`config.mk`:
```
export PLATFORM = sky130hd
export DESIGN_NAME = edsp_window
export DESIGN_NICKNAME = d
export VERILOG_FILES = /design/src/edsp_pkg.sv /design/src/edsp_window.sv
export VERILOG_INCLUDE_DIRS = /design/src
export SDC_FILE = /design/constraint.sdc
export NUM_CORES = 1
export LEC_CHECK = 0
export BUFFER_PORTS_ARGS = -buffer_cell sky130_fd_sc_hd__buf_2
export CORE_MARGIN = 4
export CORE_UTILIZATION = 42
export DETAILED_ROUTE_END_ITERATION = 8
export PLACE_DENSITY = 0.64
export SYNTH_ARGS = -nofsm -noshare
export SYNTH_HDL_FRONTEND = slang
export SYNTH_SLANG_ARGS = --single-unit
```
`constraint.sdc`:
```
create_clock -name ref_clk -period 4.21 [get_ports ref_clk]
set_input_delay 0.842 -clock ref_clk [delete_from_list [all_inputs] [get_ports ref_clk]]
set_output_delay 0.842 -clock ref_clk [all_outputs]
set_load 0.005 [all_outputs]
```
`src/edsp_cfg.svh`:
```
`ifndef EDSP_CFG_SVH
`define EDSP_CFG_SVH

// ==========================================================================
// Address layout
`define EDSP_EA_W        16
`define EDSP_WIN_BIT     15
`define EDSP_OFS_W       15
`define EDSP_PAGE_W      9
`define EDSP_PAGE_REG_W  10
`define EDSP_PSV_BIT     9
`define EDSP_XADDR_W     24
`define EDSP_NEAR_PAD    8'h00
`define EDSP_PAGE_ZERO   9'h000
`define EDSP_DWORD_STEP  15'h0002
`define EDSP_INT_LIMIT   24'h010000

// ==========================================================================
// Access cycle counts
`define EDSP_WR_CYC      2'h1
`define EDSP_NEAR_CYC    2'h1
`define EDSP_RD_CYC      2'h2
`define EDSP_RPT_SLOW    2'h3
`define EDSP_RPT_FAST    2'h1
`define EDSP_RPT_SLOW_N  2'h2

`endif

```
`src/edsp_pkg.sv`:
```
package edsp_pkg;

  // ========================================================================
  // Types
  typedef enum logic [2:0] {
    EDSP_IDLE = 3'b001,
    EDSP_BUSY = 3'b010,
    EDSP_NEXT = 3'b100
  } edsp_state_type;

  typedef enum logic [1:0] {
    EDSP_BYTE  = 2'h0,
    EDSP_WORD  = 2'h1,
    EDSP_DWORD = 2'h2
  } edsp_size_type;

endpackage

```
`src/edsp_window.sv`:
```
`timescale 1ns/100ps
`include "edsp_cfg.svh"
// What this block does
// - Windowed read address is read page over offset
// - Windowed write address is write page over offset
// - Pages are 32 Kbytes, one per window
// - Program space view uses only read page
// - Windowed access to page zero traps, except under program space view
// - Windowed read takes two cycles
// - Repeat reads: first two three cycles, then one
// - Windowed write completes in one cycle
// - Offset rollover never changes page registers
// - Read-modify-write takes page from read page
// - Window reaches extra internal RAM and external port
// - Byte, word, double-word; stepping stays in page
// - Below window base, page registers ignored
module edsp_window #(
  parameter logic [`EDSP_XADDR_W-1:0] INT_LIMIT = `EDSP_INT_LIMIT
) (
  input  wire logic                        ref_clk,
  input  wire logic                        rstn,
  input  wire logic                        req_valid,
  input  wire logic                        req_write,
  input  wire logic                        req_rmw,
  input  wire logic                        req_repeat,
  input  wire logic [1:0]                  req_size,
  input  wire logic [`EDSP_EA_W-1:0]       req_ea,
  input  wire logic [`EDSP_PAGE_REG_W-1:0] data_read_page,
  input  wire logic [`EDSP_PAGE_REG_W-1:0] data_write_page,
  output logic                             req_ready_q,
  output logic [`EDSP_XADDR_W-1:0]         mem_addr_q,
  output logic                             mem_rd_q,
  output logic                             mem_wr_q,
  output logic                             mem_ext_q,
  output logic                             mem_psv_q,
  output logic [1:0]                       mem_size_q,
  output logic                             acc_done_q,
  output logic                             addr_err_trap_q
);

  // ========================================================================
  // Reset release
  logic [1:0] rst_pipe_q;
  logic       rst_n;
  always_ff @(posedge ref_clk or negedge rstn) begin
    if (!rstn) begin
      rst_pipe_q <= 2'h0;
    end else begin
      rst_pipe_q <= {rst_pipe_q[0], 1'b1};
    end
  end
  assign rst_n = rst_pipe_q[1];

  // ========================================================================
  // Helpers
  function automatic logic [1:0] beat_cycles(input logic rd, input logic win,
                                             input logic rpt, input logic [1:0] rcnt);
    if (!rd) begin
      beat_cycles = `EDSP_WR_CYC;
    end else if (!win) begin
      beat_cycles = `EDSP_NEAR_CYC;
    end else if (rpt) begin
      beat_cycles = (rcnt < `EDSP_RPT_SLOW_N) ? `EDSP_RPT_SLOW : `EDSP_RPT_FAST;
    end else begin
      beat_cycles = `EDSP_RD_CYC;
    end
  endfunction
  function automatic logic is_ext(input logic [`EDSP_XADDR_W-1:0] a);
    is_ext = (a >= INT_LIMIT);
  endfunction

  // ========================================================================
  // Access sequencer
  edsp_pkg::edsp_state_type st_q, st_d;
  logic                       ready_d, rd_d, wr_d, ext_d, psv_d, done_d, trap_d;
  logic [`EDSP_XADDR_W-1:0]   addr_d;
  logic [1:0]                 size_d;
  logic                       win_q, win_d;
  logic                       rmw_q, rmw_d;
  logic                       more_q, more_d;
  logic                       rpt_q, rpt_d;
  logic [1:0]                 rcnt_q, rcnt_d;
  logic [1:0]                 wait_q, wait_d;
  logic                       dir_wr_q, dir_wr_d;

  always_comb begin
    logic                          use_rd;
    logic [`EDSP_PAGE_REG_W-1:0]   pg;
    logic                          win;
    logic                          program_space_view;
    logic [1:0]                    cyc;
    logic [1:0]                    rc;
    use_rd  = 1'b0;
    pg      = '0;
    win     = 1'b0;
    program_space_view     = 1'b0;
    cyc     = `EDSP_WR_CYC;
    rc      = rcnt_q;
    st_d    = st_q;
    ready_d = req_ready_q;
    addr_d  = mem_addr_q;
    rd_d    = 1'b0;
    wr_d    = 1'b0;
    ext_d   = mem_ext_q;
    psv_d   = mem_psv_q;
    size_d  = mem_size_q;
    done_d  = 1'b0;
    trap_d  = 1'b0;
    win_d   = win_q;
    rmw_d   = rmw_q;
    more_d  = more_q;
    rpt_d   = rpt_q;
    rcnt_d  = rcnt_q;
    wait_d  = wait_q;
    dir_wr_d = dir_wr_q;
    unique case (st_q)
      edsp_pkg::EDSP_IDLE: begin
        if (req_valid) begin
          use_rd = !req_write || req_rmw;
          pg     = use_rd ? data_read_page : data_write_page;
          win    = req_ea[`EDSP_WIN_BIT];
          program_space_view    = win && use_rd && pg[`EDSP_PSV_BIT];
          rc     = req_repeat ? rcnt_q : 2'h0;
          rcnt_d = rc;
          if (win && !program_space_view && pg[`EDSP_PAGE_W-1:0] == `EDSP_PAGE_ZERO) begin
            trap_d = 1'b1;
            done_d = 1'b1;
          end else begin
            if (win) begin
              addr_d = {pg[`EDSP_PAGE_W-1:0], req_ea[`EDSP_OFS_W-1:0]};
            end else begin
              addr_d = {`EDSP_NEAR_PAD, req_ea};
            end
            ext_d  = is_ext(addr_d);
            psv_d  = program_space_view;
            size_d = req_size;
            rd_d   = use_rd;
            wr_d   = !use_rd;
            win_d  = win;
            rmw_d  = req_rmw;
            dir_wr_d = !use_rd;
            rpt_d  = req_repeat;
            more_d = req_rmw || (req_size == edsp_pkg::EDSP_DWORD);
            cyc    = beat_cycles(use_rd, win, req_repeat, rc);
            if (use_rd && win && req_repeat && rc < `EDSP_RPT_SLOW_N) begin
              rcnt_d = rc + 2'h1;
            end
            if (cyc != 2'h1) begin
              st_d    = edsp_pkg::EDSP_BUSY;
              wait_d  = cyc - 2'h2;
              ready_d = 1'b0;
            end else if (more_d) begin
              st_d    = edsp_pkg::EDSP_NEXT;
              ready_d = 1'b0;
            end else begin
              done_d = 1'b1;
            end
          end
        end
      end
      edsp_pkg::EDSP_BUSY: begin
        if (wait_q != 2'h0) begin
          wait_d = wait_q - 2'h1;
        end else if (more_q) begin
          st_d = edsp_pkg::EDSP_NEXT;
        end else begin
          st_d    = edsp_pkg::EDSP_IDLE;
          done_d  = 1'b1;
          ready_d = 1'b1;
        end
      end
      edsp_pkg::EDSP_NEXT: begin
        more_d = 1'b0;
        if (rmw_q) begin
          wr_d = 1'b1;
          cyc  = `EDSP_WR_CYC;
        end else begin
          // Second word wraps inside the page; upper bits never advance
          addr_d[`EDSP_OFS_W-1:0] = mem_addr_q[`EDSP_OFS_W-1:0] + `EDSP_DWORD_STEP;
          ext_d  = is_ext(addr_d);
          rd_d   = !dir_wr_q;
          wr_d   = !rd_d;
          cyc    = beat_cycles(rd_d, win_q, rpt_q, rcnt_q);
          if (rd_d && win_q && rpt_q && rcnt_q < `EDSP_RPT_SLOW_N) begin
            rcnt_d = rcnt_q + 2'h1;
          end
        end
        if (cyc != 2'h1) begin
          st_d   = edsp_pkg::EDSP_BUSY;
          wait_d = cyc - 2'h2;
        end else begin
          st_d    = edsp_pkg::EDSP_IDLE;
          done_d  = 1'b1;
          ready_d = 1'b1;
        end
      end
      default: begin
        st_d    = edsp_pkg::EDSP_IDLE;
        ready_d = 1'b1;
      end
    endcase
  end

  always_ff @(posedge ref_clk or negedge rst_n) begin
    if (!rst_n) begin
      st_q            <= edsp_pkg::EDSP_IDLE;
      req_ready_q     <= 1'b1;
      mem_addr_q      <= '0;
      mem_rd_q        <= 1'b0;
      mem_wr_q        <= 1'b0;
      mem_ext_q       <= 1'b0;
      mem_psv_q       <= 1'b0;
      mem_size_q      <= 2'h0;
      acc_done_q      <= 1'b0;
      addr_err_trap_q <= 1'b0;
      win_q           <= 1'b0;
      rmw_q           <= 1'b0;
      more_q          <= 1'b0;
      rpt_q           <= 1'b0;
      rcnt_q          <= 2'h0;
      wait_q          <= 2'h0;
      dir_wr_q        <= 1'b0;
    end else begin
      st_q            <= st_d;
      req_ready_q     <= ready_d;
      mem_addr_q      <= addr_d;
      mem_rd_q        <= rd_d;
      mem_wr_q        <= wr_d;
      mem_ext_q       <= ext_d;
      mem_psv_q       <= psv_d;
      mem_size_q      <= size_d;
      acc_done_q      <= done_d;
      addr_err_trap_q <= trap_d;
      win_q           <= win_d;
      rmw_q           <= rmw_d;
      more_q          <= more_d;
      rpt_q           <= rpt_d;
      rcnt_q          <= rcnt_d;
      wait_q          <= wait_d;
      dir_wr_q        <= dir_wr_d;
    end
  end

  // ========================================================================
  // Checks
  logic acc, plain, rd_win, wr_win;
  assign acc    = req_valid && st_q == edsp_pkg::EDSP_IDLE;
  assign plain  = req_size != edsp_pkg::EDSP_DWORD && !req_rmw;
  assign rd_win = acc && plain && !req_write && req_ea[`EDSP_WIN_BIT]
                  && !data_read_page[`EDSP_PSV_BIT] && data_read_page[8:0] != 9'h000;
  assign wr_win = acc && plain && req_write && req_ea[`EDSP_WIN_BIT]
                  && data_write_page[8:0] != 9'h000;
  property p_rd_addr;
    @(posedge ref_clk) disable iff (!rst_n)
    rd_win |=> mem_rd_q && mem_addr_q == {$past(data_read_page[8:0]), $past(req_ea[14:0])};
  endproperty
  a_rd_addr: assert property (p_rd_addr) else $error("windowed read address wrong");
  property p_wr_addr;
    @(posedge ref_clk) disable iff (!rst_n)
    wr_win |=> mem_wr_q && mem_addr_q == {$past(data_write_page[8:0]), $past(req_ea[14:0])};
  endproperty
  a_wr_addr: assert property (p_wr_addr) else $error("windowed write address wrong");
  property p_trap;
    @(posedge ref_clk) disable iff (!rst_n)
    acc && req_ea[15] && req_write && !req_rmw && data_write_page[8:0] == 9'h000
    |=> addr_err_trap_q && !mem_wr_q && !mem_rd_q;
  endproperty
  a_trap: assert property (p_trap) else $error("page zero did not trap");
  property p_rd2;
    @(posedge ref_clk) disable iff (!rst_n)
    rd_win && !req_repeat |=> !acc_done_q ##1 acc_done_q;
  endproperty
  a_rd2: assert property (p_rd2) else $error("windowed read not two cycles");
  property p_rpt3;
    @(posedge ref_clk) disable iff (!rst_n)
    rd_win && req_repeat && rcnt_q == 2'h0 |=> !acc_done_q [*2] ##1 acc_done_q;
  endproperty
  a_rpt3: assert property (p_rpt3) else $error("first repeat read not three cycles");
  property p_wr1;
    @(posedge ref_clk) disable iff (!rst_n)
    wr_win |=> acc_done_q && req_ready_q;
  endproperty
  a_wr1: assert property (p_wr1) else $error("windowed write not single cycle");
  property p_near;
    @(posedge ref_clk) disable iff (!rst_n)
    acc && !req_ea[15] |=> !addr_err_trap_q && mem_addr_q == {8'h00, $past(req_ea)};
  endproperty
  a_near: assert property (p_near) else $error("near access altered by page");
  property p_rmw;
    @(posedge ref_clk) disable iff (!rst_n)
    acc && req_rmw && req_ea[15] && data_read_page[8:0] != 9'h000 && !data_read_page[9]
    |=> mem_rd_q && mem_addr_q[23:15] == $past(data_read_page[8:0]);
  endproperty
  a_rmw: assert property (p_rmw) else $error("rmw not using read page");

endmodule // edsp_window

```
Word level (Yosys, flattened, before mapping)
Index checks and enable logic that the tools add are counted.
{"block": "classes", "add_sub_neg": 6, "order_cmp": 4, "n_eq_ne": 17, "muxes": 77, "bitwise_logic": 1, "reduce_logical": 26}
{"op": "$mux W24", "count": 4}
{"op": "$mux W2", "count": 25}
{"op": "$ge A24 B17 Y1 const B", "count": 2}
{"op": "$mux W15", "count": 3}
{"op": "$pmux W15 S2", "count": 1}
{"op": "$mux W1", "count": 28}
{"op": "$ne A2 B2 Y1 const B", "count": 10}
{"op": "$mux W3", "count": 6}
{"op": "$add A15 B2 Y15 const B", "count": 1}
{"op": "$reduce_and A4 Y1", "count": 3}
{"op": "$reduce_and A6 Y1", "count": 2}
{"op": "$mux W10", "count": 1}
{"op": "$logic_and A1 B1 Y1", "count": 9}
{"op": "$logic_not A9 Y1", "count": 1}
{"op": "$pmux W3 S3", "count": 1}
{"op": "$pmux W1 S2", "count": 4}
{"op": "$pmux W1 S3", "count": 2}
{"op": "$pmux W2 S3", "count": 1}
{"op": "$reduce_and A3 Y1", "count": 2}
{"op": "$add A2 B1 Y2 const B", "count": 2}
{"op": "$logic_not A1 Y1", "count": 4}
{"op": "$lt A2 B2 Y1 const B", "count": 2}
{"op": "$ne A2 B1 Y1 const B", "count": 2}
{"op": "$pmux W2 S2", "count": 1}
{"op": "11 further kinds", "count": 14}
{"block": "totals", "reg_bits": 47, "inputBits": 44, "output_inout_bits": 33, "word_cells": 150}

Logic depth before layout (Yosys ltp)
Gate-level depths: netlist of the first run.
{"block": "logic_depth", "word_depth": 15, "depth_mapped": 7, "mapped_depth_nobuf": 7}

Worst setup path after synthesis of the first run
OpenSTA, ideal clock, no wires.
{"block": "synth_timing", "kind": "in2reg", "start": "input data_read_page[4]", "end": "register mem_size_q[1]", "t_arrival_ns": 2.314, "t_required_ns": 4.082, "slack_ns": 1.768, "stages": 5, "path_buffers": 0, "cell_sequence": "or4_4 > nor4b_4 > o2111ai_1 > nand2_2 > mux2_1"}
{"block": "synth_between", "elab_chain_cells": 5}
{"element": "from (decl)", "line_no": "edsp_window.sv:28", "rtl": "input wire logic [`EDSP_PAGE_REG_W-1:0] data_read_page,"}
{"element": "$mux W10", "line_no": "edsp_window.sv:120", "rtl": "pg = use_rd ? data_read_page : data_write_page;"}
{"element": "$logic_not A9 Y1 (no source line)"}
{"element": "$logic_and A1 B1 Y1 (no source line)"}
{"element": "$not A1 Y1 (no source line)"}
{"element": "$reduce_and A3 Y1 (no source line)"}
{"element": "to (signal assigned)", "line_no": "edsp_window.sv:231", "rtl": "mem_size_q <= size_d;"}
{"element": "to (decl)", "line_no": "edsp_window.sv:36", "rtl": "output logic [1:0] mem_size_q,"}
No other way between the ends.
A chain may end at the register's enable or synchronous reset.

Final worst setup path of the first run
{"block": "layout_timing", "start": "input req_rmw", "end": "register more_q"}
{"block": "layout_between", "elab_chain_cells": 8}
{"element": "from (decl)", "line_no": "edsp_window.sv:24", "rtl": "input wire logic req_rmw,"}
{"element": "branches (longest 8 deep; another with $mux W10)"}
{"element": "to (signal assigned)", "line_no": "edsp_window.sv:236", "rtl": "more_q <= more_d;"}
{"element": "to (decl)", "line_no": "edsp_window.sv:80", "rtl": "logic more_q, more_d;"}
Several ways; the timed one is not identified. The select of a mux whose other input is x is not followed.

==> results of run 1 <==
## kinds of logic after synthesis
kind of cell	Yosys count
compound gates	102
fa+ha+maj	2
buf+inv	28
flops	47
mux	16
other cells	1
simple gates	99
## cells in the final DEF, fill, tap and decap left out, types with 7 or more instances in the layout
cell / synthesis / routed
sky130_fd_sc_hd__mux2i_1: 12 / 12
sky130_fd_sc_hd__inv_1: 12 / 12
sky130_fd_sc_hd__dfrtp_1: 45 / 44
sky130_fd_sc_hd__a31oi_1: 9 / 9
sky130_fd_sc_hd__a21oi_1: 13 / 13
sky130_fd_sc_hd__buf_2: 5 / 75
sky130_fd_sc_hd__o21ai_0: 27 / 27
sky130_fd_sc_hd__nand2_1: 23 / 23
sky130_fd_sc_hd__nand3_1: 7 / 7
sky130_fd_sc_hd__o31ai_1: 12 / 12
sky130_fd_sc_hd__nor2_1: 13 / 13
sky130_fd_sc_hd__nor3_1: 10 / 10
## critical path, cell delays in order
cell                        delay, ns
sky130_fd_sc_hd__buf_2           0.14
sky130_fd_sc_hd__nand2b_1        0.61
sky130_fd_sc_hd__mux2i_1         0.41
sky130_fd_sc_hd__o2111ai_1       0.16
sky130_fd_sc_hd__buf_4           0.23
sky130_fd_sc_hd__nand2_2         0.34
sky130_fd_sc_hd__buf_4           0.27
sky130_fd_sc_hd__mux2i_1         0.21
## flip-flops by register name (all words and copies together) (netlist names), 2 cells and up
name        count
wait_q          2
mem_size_q      2
mem_addr_q     24
st_q            3
rcnt_q          2
rst_pipe_q      2
## worst max-delay path by stage
stage / start / end / slack (ns) / cells after the start
2_1_floorplan: data_read_page[4] / mem_size_q[1]$_DFFE_PN0P_ / 1.77 / 5
3_3_place_gp: req_rmw / more_q$_DFFE_PN0P_ / 0.93 / 8
3_5_place_dp: req_rmw / more_q$_DFFE_PN0P_ / 0.89 / 8
4_1_cts: req_rmw / more_q$_DFFE_PN0P_ / 1.21 / 8
5_1_grt: req_rmw / more_q$_DFFE_PN0P_ / 1.04 / 8
6_report: req_rmw / more_q$_DFFE_PN0P_ / 1.21 / 8
## per-layer routing
metal  track usage [%]  wire length (um)  vias up
met5                 0                 0        -
met4              6.77               104        0
met3              3.50               555        7
met2              33.9              3690      116
met1              26.5              3370     1304
li1                  -                 -     1274
## power breakdown
part	internal (W)	leakage, nW	switching (W)	total (W)
Sequential	0.000656	0.569	0.000237	0.000893
Clock	0.000133	0.0482	0.000157	0.000290
Combinational	0.000420	0.888	0.000463	0.000883
## through the flow
step	util (%)	cells	worst slack, ns	total power [W]
2_1_floorplan	-	295	1.77	0.00144
3_3_place_gp	50.4	437	0.931	0.00176
3_5_place_dp	50.4	437	0.890	0.00178
4_1_cts	51.8	445	1.21	0.00207
5_1_grt	51.8	445	1.04	0.00224
6_report	51.8	445	1.21	0.00207
## layout make-up
cell class                      count  share of cell area [%]
Multi-Input combinational cell    220                    44.6
Tap cell                           77                    2.91
Clock inverter                      1                   0.151
Timing Repair Buffer               81                    12.7
Sequential cell                    47                    35.7
Clock buffer                        7                    2.61
Inverter                           12                    1.36
==> out/qor.csv, run 1 <==
stage,metric,value,unit
status,run_status,"complete, no violations",
worst_setup_path,setup.worst_path.start_class,input pin,
grt,grt_pass1_wl,12500,um
clock_tree,clk_path_buf_depth,2,
sta,post-route-period-util,71.3,%
clock_tree,cts.reportedPaths.clkPinSlew,0.09,ns
synthesis,mappedNetlistArea,2790,sq um
die,initial_cell_density_of_the_core,43.6,%
worst_setup_path,regToRegSetupSlack,1.73,ns
power_and_ir_drop,ir_worst_vdd,308,uV
detailed_routing,detail-route-antenna-nets,0,
grt,grt_use_total,20.2,%
sta,max_slew_margin,31.8,%
finish,final_nets,413,
synthesis,mappedNetlistNets,341,
die,coreArea,6390,sq um
clock_tree,clock_tree_from_tritoncts,built,
grt,grt_start_max_net_pins,46,
worst_setup_path,critical_path_peak_fanout,17,
synthesis,post_synth_fa_ha_maj_area_fraction,0.898,%
synthesis,synth_sequential_area_ratio,42.3,%
sta,finalSetupTns,0,ns
clock_tree,clk-insertion-delay-late,0.31,ns
clock_tree,hold_buffers,0,
synthesis,synthFlopType,sky130_fd_sc_hd__dfrtp_1,
finish,synthToLayoutAreaGrowth,18.8,%
sta,max_freq,333,MHz
sta,clk_skew,0.00886,ns
synthesis,yosys.area_share.simple,20.9,%
sta,maxSlewViolCount,0,
power_and_ir_drop,power-per-cell-area,624,nW/um^2
die,floorplan.rows,29,
synthesis,synthDominantCellAreaShare,40.4,%
die,dieWidth,89.4,um
clock_tree,h-tree-depth,2,
detailed_routing,avgViaCountPerCell,6.07,
grt,grt_pass1_vias,2626,
synthesis,yosys-top-cells-count,"sky130_fd_sc_hd__dfrtp_1, sky130_fd_sc_hd__o21ai_0, sky130_fd_sc_hd__nand2_1",
finish,area.sequential,1180,sq um
grt,number_of_antenna_violations_at_the_first_check_in_global_routing,0,
synthesis,post-synth-top-count-cell,sky130_fd_sc_hd__dfrtp_1,
worst_setup_path,end_kind,flip-flop,
synthesis,synth_top_family_by_area,compound AO/OA/AOI/OAI gates,
synthesis,top_post_synthesis_cells_by_area,"sky130_fd_sc_hd__dfrtp_1, sky130_fd_sc_hd__o21ai_0, sky130_fd_sc_hd__mux2i_1",
clock_tree,clock_sinks,47,
detailed_routing,detail_route.drc_violations,0,
sta,finalWorstPathRequiredPeriod,3.00,ns
hold_path,hold_class,in2async,
synthesis,syn_area_cell,9.44,sq um
finish,finalInstanceArea,3310,sq um
finish,num_antenna_cells,0,
place,io_buffers,75,
synthesis,share_of_synthesized_area_spent_on_multiplexers,6.06,%
synthesis,yosys_warnings,0,
synthesis,synth_compound_gate_area_share,25.0,%
synthesis,yosys.area_share.xor_xnor,0,%
clock_tree,post_cts.repair.setup_buffers,0,
worst_setup_path,r2r_cells,5,
sta,setup_repair_after_global_routing_missed_its_margin,no,
synthesis,netlist_instances,295,
detailed_routing,routed_wl,7710,um
place,dpl.hpwl,5520,um
die,num_io_pins,77,
finish,drive_above_1_share,29.9,%
detailed_routing,drt-wirelength-per-cell,17.3,um
synthesis,synthDominantAreaCellType,sky130_fd_sc_hd__dfrtp_1,
clock_tree,post_cts.resized_instances,0,
grt,global_route.overflow_total,0,
synthesis,yosys_register_bits,47,
worst_setup_path,regToRegEndpoint,rmw_q$_DFFE_PN0P_,
sta,worst_hold_slack_across_all_endpoints,0.299,ns
detailed_routing,vias,2701,
clock_tree,tritoncts.num_buffers,5,
synthesis,synth_enable_flop_cells,0,
sta,setup_viol_count_final,0,
detailed_routing,drt-initial-drc-count,136,
job,maxCapViolations,0,
sta,timing_hold_violations_final,0,
worst_setup_path,timing.rr.start,st_q[0]$_DFFE_PN1P_,
die,die_area,8000,sq um
finish,nFillCells,633,
finish,multiInputGateArea,1480,sq um
worst_setup_path,data_arrival_time_of_the_worst_path,3.23,ns
sta,timing_worst_slew_pin_value,1.02,ns
place,gp_congestion,0.895,
worst_setup_path,setup.worst_path.class,in2reg,
die,floorplan.die.height,89.4,um
detailed_routing,detailedRoute.firstPassIterationCount,4,
synthesis,synth.lib_cells_used.distinct,63,
synthesis,synth-async-reset-ratio,100,%
worst_setup_path,cp_data_required_time,4.44,ns
power_and_ir_drop,leakage,1.51,nW
clock_tree,cts_root_buffer,sky130_fd_sc_hd__clkbuf_8,
place,dpl-instance-area,3220,sq um
(Power assumes the default switching activity.)
==> run 2, diff against run 1 <==
Clock period 4.21 ns to 2.85 ns, I/O delays scaled along.
==> run 2 against run 1 <==
Sequential power grew 42%. Via count down 0.96%. Largest cell class unchanged. Worst setup slack worse by 0.62 ns. Final cell count is 1.3% higher. First-iteration DRC count shrank 21%. Largest power group is now combinational cells.
==> out/qor.csv, run 2 (same netlist as run 1, synthesis figures left out) <==
stage,metric,value,unit,change
power_and_ir_drop,cell_internal_pwr,0.00182,W,was 0.00121 W
sta,fin_ws,0.589,ns,was 1.21 ns
detailed_routing,detail_route.drc_violations,0,,unchanged
finish,synthToLayoutAreaGrowth,20.6,%,was 18.8%
clock_tree,post_cts.repair.setup_buffers,0,,unchanged
sta,finalWorstPathRequiredPeriod,2.26,ns,
finish,area.sequential,1180,sq um,unchanged
die,dieWidth,89.4,um,unchanged
finish,final_nets,419,,was 413
place,gp_congestion,0.911,,was 0.895
sta,post-route-period-util,79.3,%,
clock_tree,post_cts.resized_instances,0,,unchanged
power_and_ir_drop,p_sw_share,40.9,%,was 41.5%
grt,grt_use_total,20.8,%,was 20.2%
place,dpl.hpwl,5750,um,was 5520 um
finish,mostFrequentLayoutCell,sky130_fd_sc_hd__buf_2,,unchanged
status,run_status,"complete, no violations",,unchanged
die,num_io_pins,77,,unchanged
worst_setup_path,setup.worst_path.start_class,flip-flop,,was input pin
sta,worst_hold_slack_across_all_endpoints,0.0328,ns,was 0.299 ns
sta,clk_skew,0.00858,ns,was 0.00886 ns
sta,setup_repair_after_global_routing_missed_its_margin,no,,unchanged
worst_setup_path,end_kind,flip-flop,,unchanged
grt,grt_pass1_vias,2772,,was 2626
hold_path,hold_class,in2async,,unchanged
grt,number_of_antenna_violations_at_the_first_check_in_global_routing,0,,unchanged
detailed_routing,met1Wirelength,3450,um,was 3370 um
power_and_ir_drop,power_frac_clock,14.0,%,about the same
die,die_area,8000,sq um,unchanged
sta,finalSetupTns,0,ns,unchanged
power_and_ir_drop,design_power_total,0.00308,W,was 0.00207 W
clock_tree,cts_root_buffer,sky130_fd_sc_hd__clkbuf_8,,unchanged
grt,grt_start_max_net_pins,46,,unchanged
die,initial_cell_density_of_the_core,43.6,%,unchanged
job,maxCapViolations,0,,unchanged
grt,global_route.overflow_total,0,,unchanged
power_and_ir_drop,share_comb_of_total_power,44.9,%,was 42.7%
worst_setup_path,data_arrival_time_of_the_worst_path,2.45,ns,was 3.23 ns
finish,largest-register,mem_addr_q,,unchanged
detailed_routing,detail-route-antenna-nets,0,,unchanged
finish,nFillCells,623,,was 633
die,coreArea,6390,sq um,unchanged
clock_tree,h-tree-depth,2,,unchanged
finish,drive_above_1_share,31.0,%,was 29.9%
power_and_ir_drop,ir_worst_vdd,389,uV,was 308 uV
detailed_routing,met2WireLength,3700,um,was 3690 um
place,placement.setup.worst_slack,0.301,ns,was 0.890 ns
power_and_ir_drop,power_frac_seq,41.1,%,was 43.2%
clock_tree,clk-insertion-delay-late,0.30,ns,was 0.31 ns
finish,multiInputGateArea,1480,sq um,unchanged
sta,max_freq,442,MHz,
sta,timing_hold_violations_final,0,,unchanged
grt,grt_pass1_wl,13000,um,was 12500 um
clock_tree,cts.reportedPaths.clkPinSlew,0.09,ns,about the same
detailed_routing,drt-initial-drc-count,108,,was 136
worst_setup_path,setup.worst_path.class,reg2reg,,was in2reg
detailed_routing,maxUsedRoutingLayer,met4,,unchanged
die,floorplan.die.height,89.4,um,unchanged
power_and_ir_drop,power-per-cell-area,917,nW/um^2,was 624 nW/um^2
finish,layout_common_cells,"sky130_fd_sc_hd__buf_2, sky130_fd_sc_hd__dfrtp_1, sky130_fd_sc_hd__o21ai_0",,unchanged
detailed_routing,avgViaCountPerCell,5.93,,was 6.07
finish,largestRegisters,"mem_addr_q x24, st_q x3",,unchanged
detailed_routing,met3WireLength,556,um,was 555 um
sta,timing_worst_slew_pin_value,1.04,ns,was 1.02 ns
finish,largest_register_ff_count,24,,unchanged
clock_tree,clk_path_buf_depth,2,,unchanged
clock_tree,tritoncts.num_buffers,5,,unchanged
detailed_routing,detailedRoute.firstPassIterationCount,4,,unchanged
power_and_ir_drop,leakage,1.53,nW,was 1.51 nW
worst_setup_path,critical_path_peak_fanout,15,,was 17
finish,num_antenna_cells,0,,unchanged
clock_tree,clock_sinks,47,,unchanged
sta,max_slew_margin,30.9,%,was 31.8%
detailed_routing,drt-wirelength-per-cell,17.3,um,about the same
sta,setup_viol_count_final,0,,unchanged
clock_tree,clock_tree_from_tritoncts,built,,unchanged
detailed_routing,routed_wl,7790,um,was 7710 um
power_and_ir_drop,net-switching-power,0.00126,W,was 0.000857 W
detailed_routing,vias,2675,,was 2701
clock_tree,hold_buffers,0,,unchanged
sta,maxSlewViolCount,0,,unchanged
place,io_buffers,75,,unchanged
die,floorplan.rows,29,,unchanged
worst_setup_path,cp_data_required_time,3.04,ns,was 4.44 ns
## run 2: cell types whose count changed in the layout (fill, tap and decap cells not counted)
cell	previous run	this run
sky130_fd_sc_hd__buf_4	6	12
sky130_fd_sc_hd__clkinv_2	1	0
sky130_fd_sc_hd__clkinv_4	0	1
## run 2: final cells by class
| class | count | area share (%) |
|---|---|---|
| Clock buffer | 7 | 2.57 |
| Clock inverter | 1 | 0.261 |
| Inverter | 12 | 1.34 |
| Multi-Input combinational cell | 220 | 44.0 |
| Sequential cell | 47 | 35.1 |
| Tap cell | 77 | 2.87 |
| Timing Repair Buffer | 87 | 13.9 |
## run 2: critical path, cell delays in order, from the launching register on
cell                        delay, ns
sky130_fd_sc_hd__dfrtp_1         0.56
sky130_fd_sc_hd__or3b_1          0.47
sky130_fd_sc_hd__a2111oi_0       0.38
sky130_fd_sc_hd__o2111ai_1       0.23
sky130_fd_sc_hd__o211ai_2        0.16
sky130_fd_sc_hd__mux2_2          0.36
## run 2: final timing paths
check	from	to	slack, ns	cells after the start
worst max register to register	st_q[2]$_DFFE_PN0P_	wait_q[0]$_DFFE_PN0P_	0.59	5
worst max-delay path	st_q[2]$_DFFE_PN0P_	wait_q[0]$_DFFE_PN0P_	0.59	5
worst min-delay path	rstn	rst_pipe_q[1]$_DFF_PN0_	0.03	1
max in group asynchronous	rst_pipe_q[1]$_DFF_PN0_	mem_addr_q[18]$_DFFE_PN0P_	1.75	0
worst min register to register	rst_pipe_q[0]$_DFF_PN0_	rst_pipe_q[1]$_DFF_PN0_	0.36	0
min in group ref_clk	rst_pipe_q[0]$_DFF_PN0_	rst_pipe_q[1]$_DFF_PN0_	0.36	0
## run 2: stage by stage
step / area (sq um) / instances / util (%)
finish: 3360 / 451 / 52.6
global route: 3360 / 451 / 52.6
CTS: 3360 / 451 / 52.6
detailed placement: 3260 / 443 / 51.1
global placement: 3260 / 443 / 51.1
floorplan: 2790 / 295 / -
## run 2: power groups by stage
stage               logic (W)  clock network, W  registers, W
detailed placement    0.00139                 0       0.00128
global route          0.00156          0.000470       0.00132
CTS                   0.00140          0.000447       0.00126
finish                0.00138          0.000431       0.00127
global placement      0.00136                 0       0.00127
floorplan            0.000888                 0       0.00123
## run 2: layer usage
metal | GRT usage, % | up-vias
met5 | 0 | -
met4 | 6.90 | 0
met3 | 3.50 | 8
met2 | 35.1 | 89
met1 | 27.1 | 1297
li1 | - | 1281
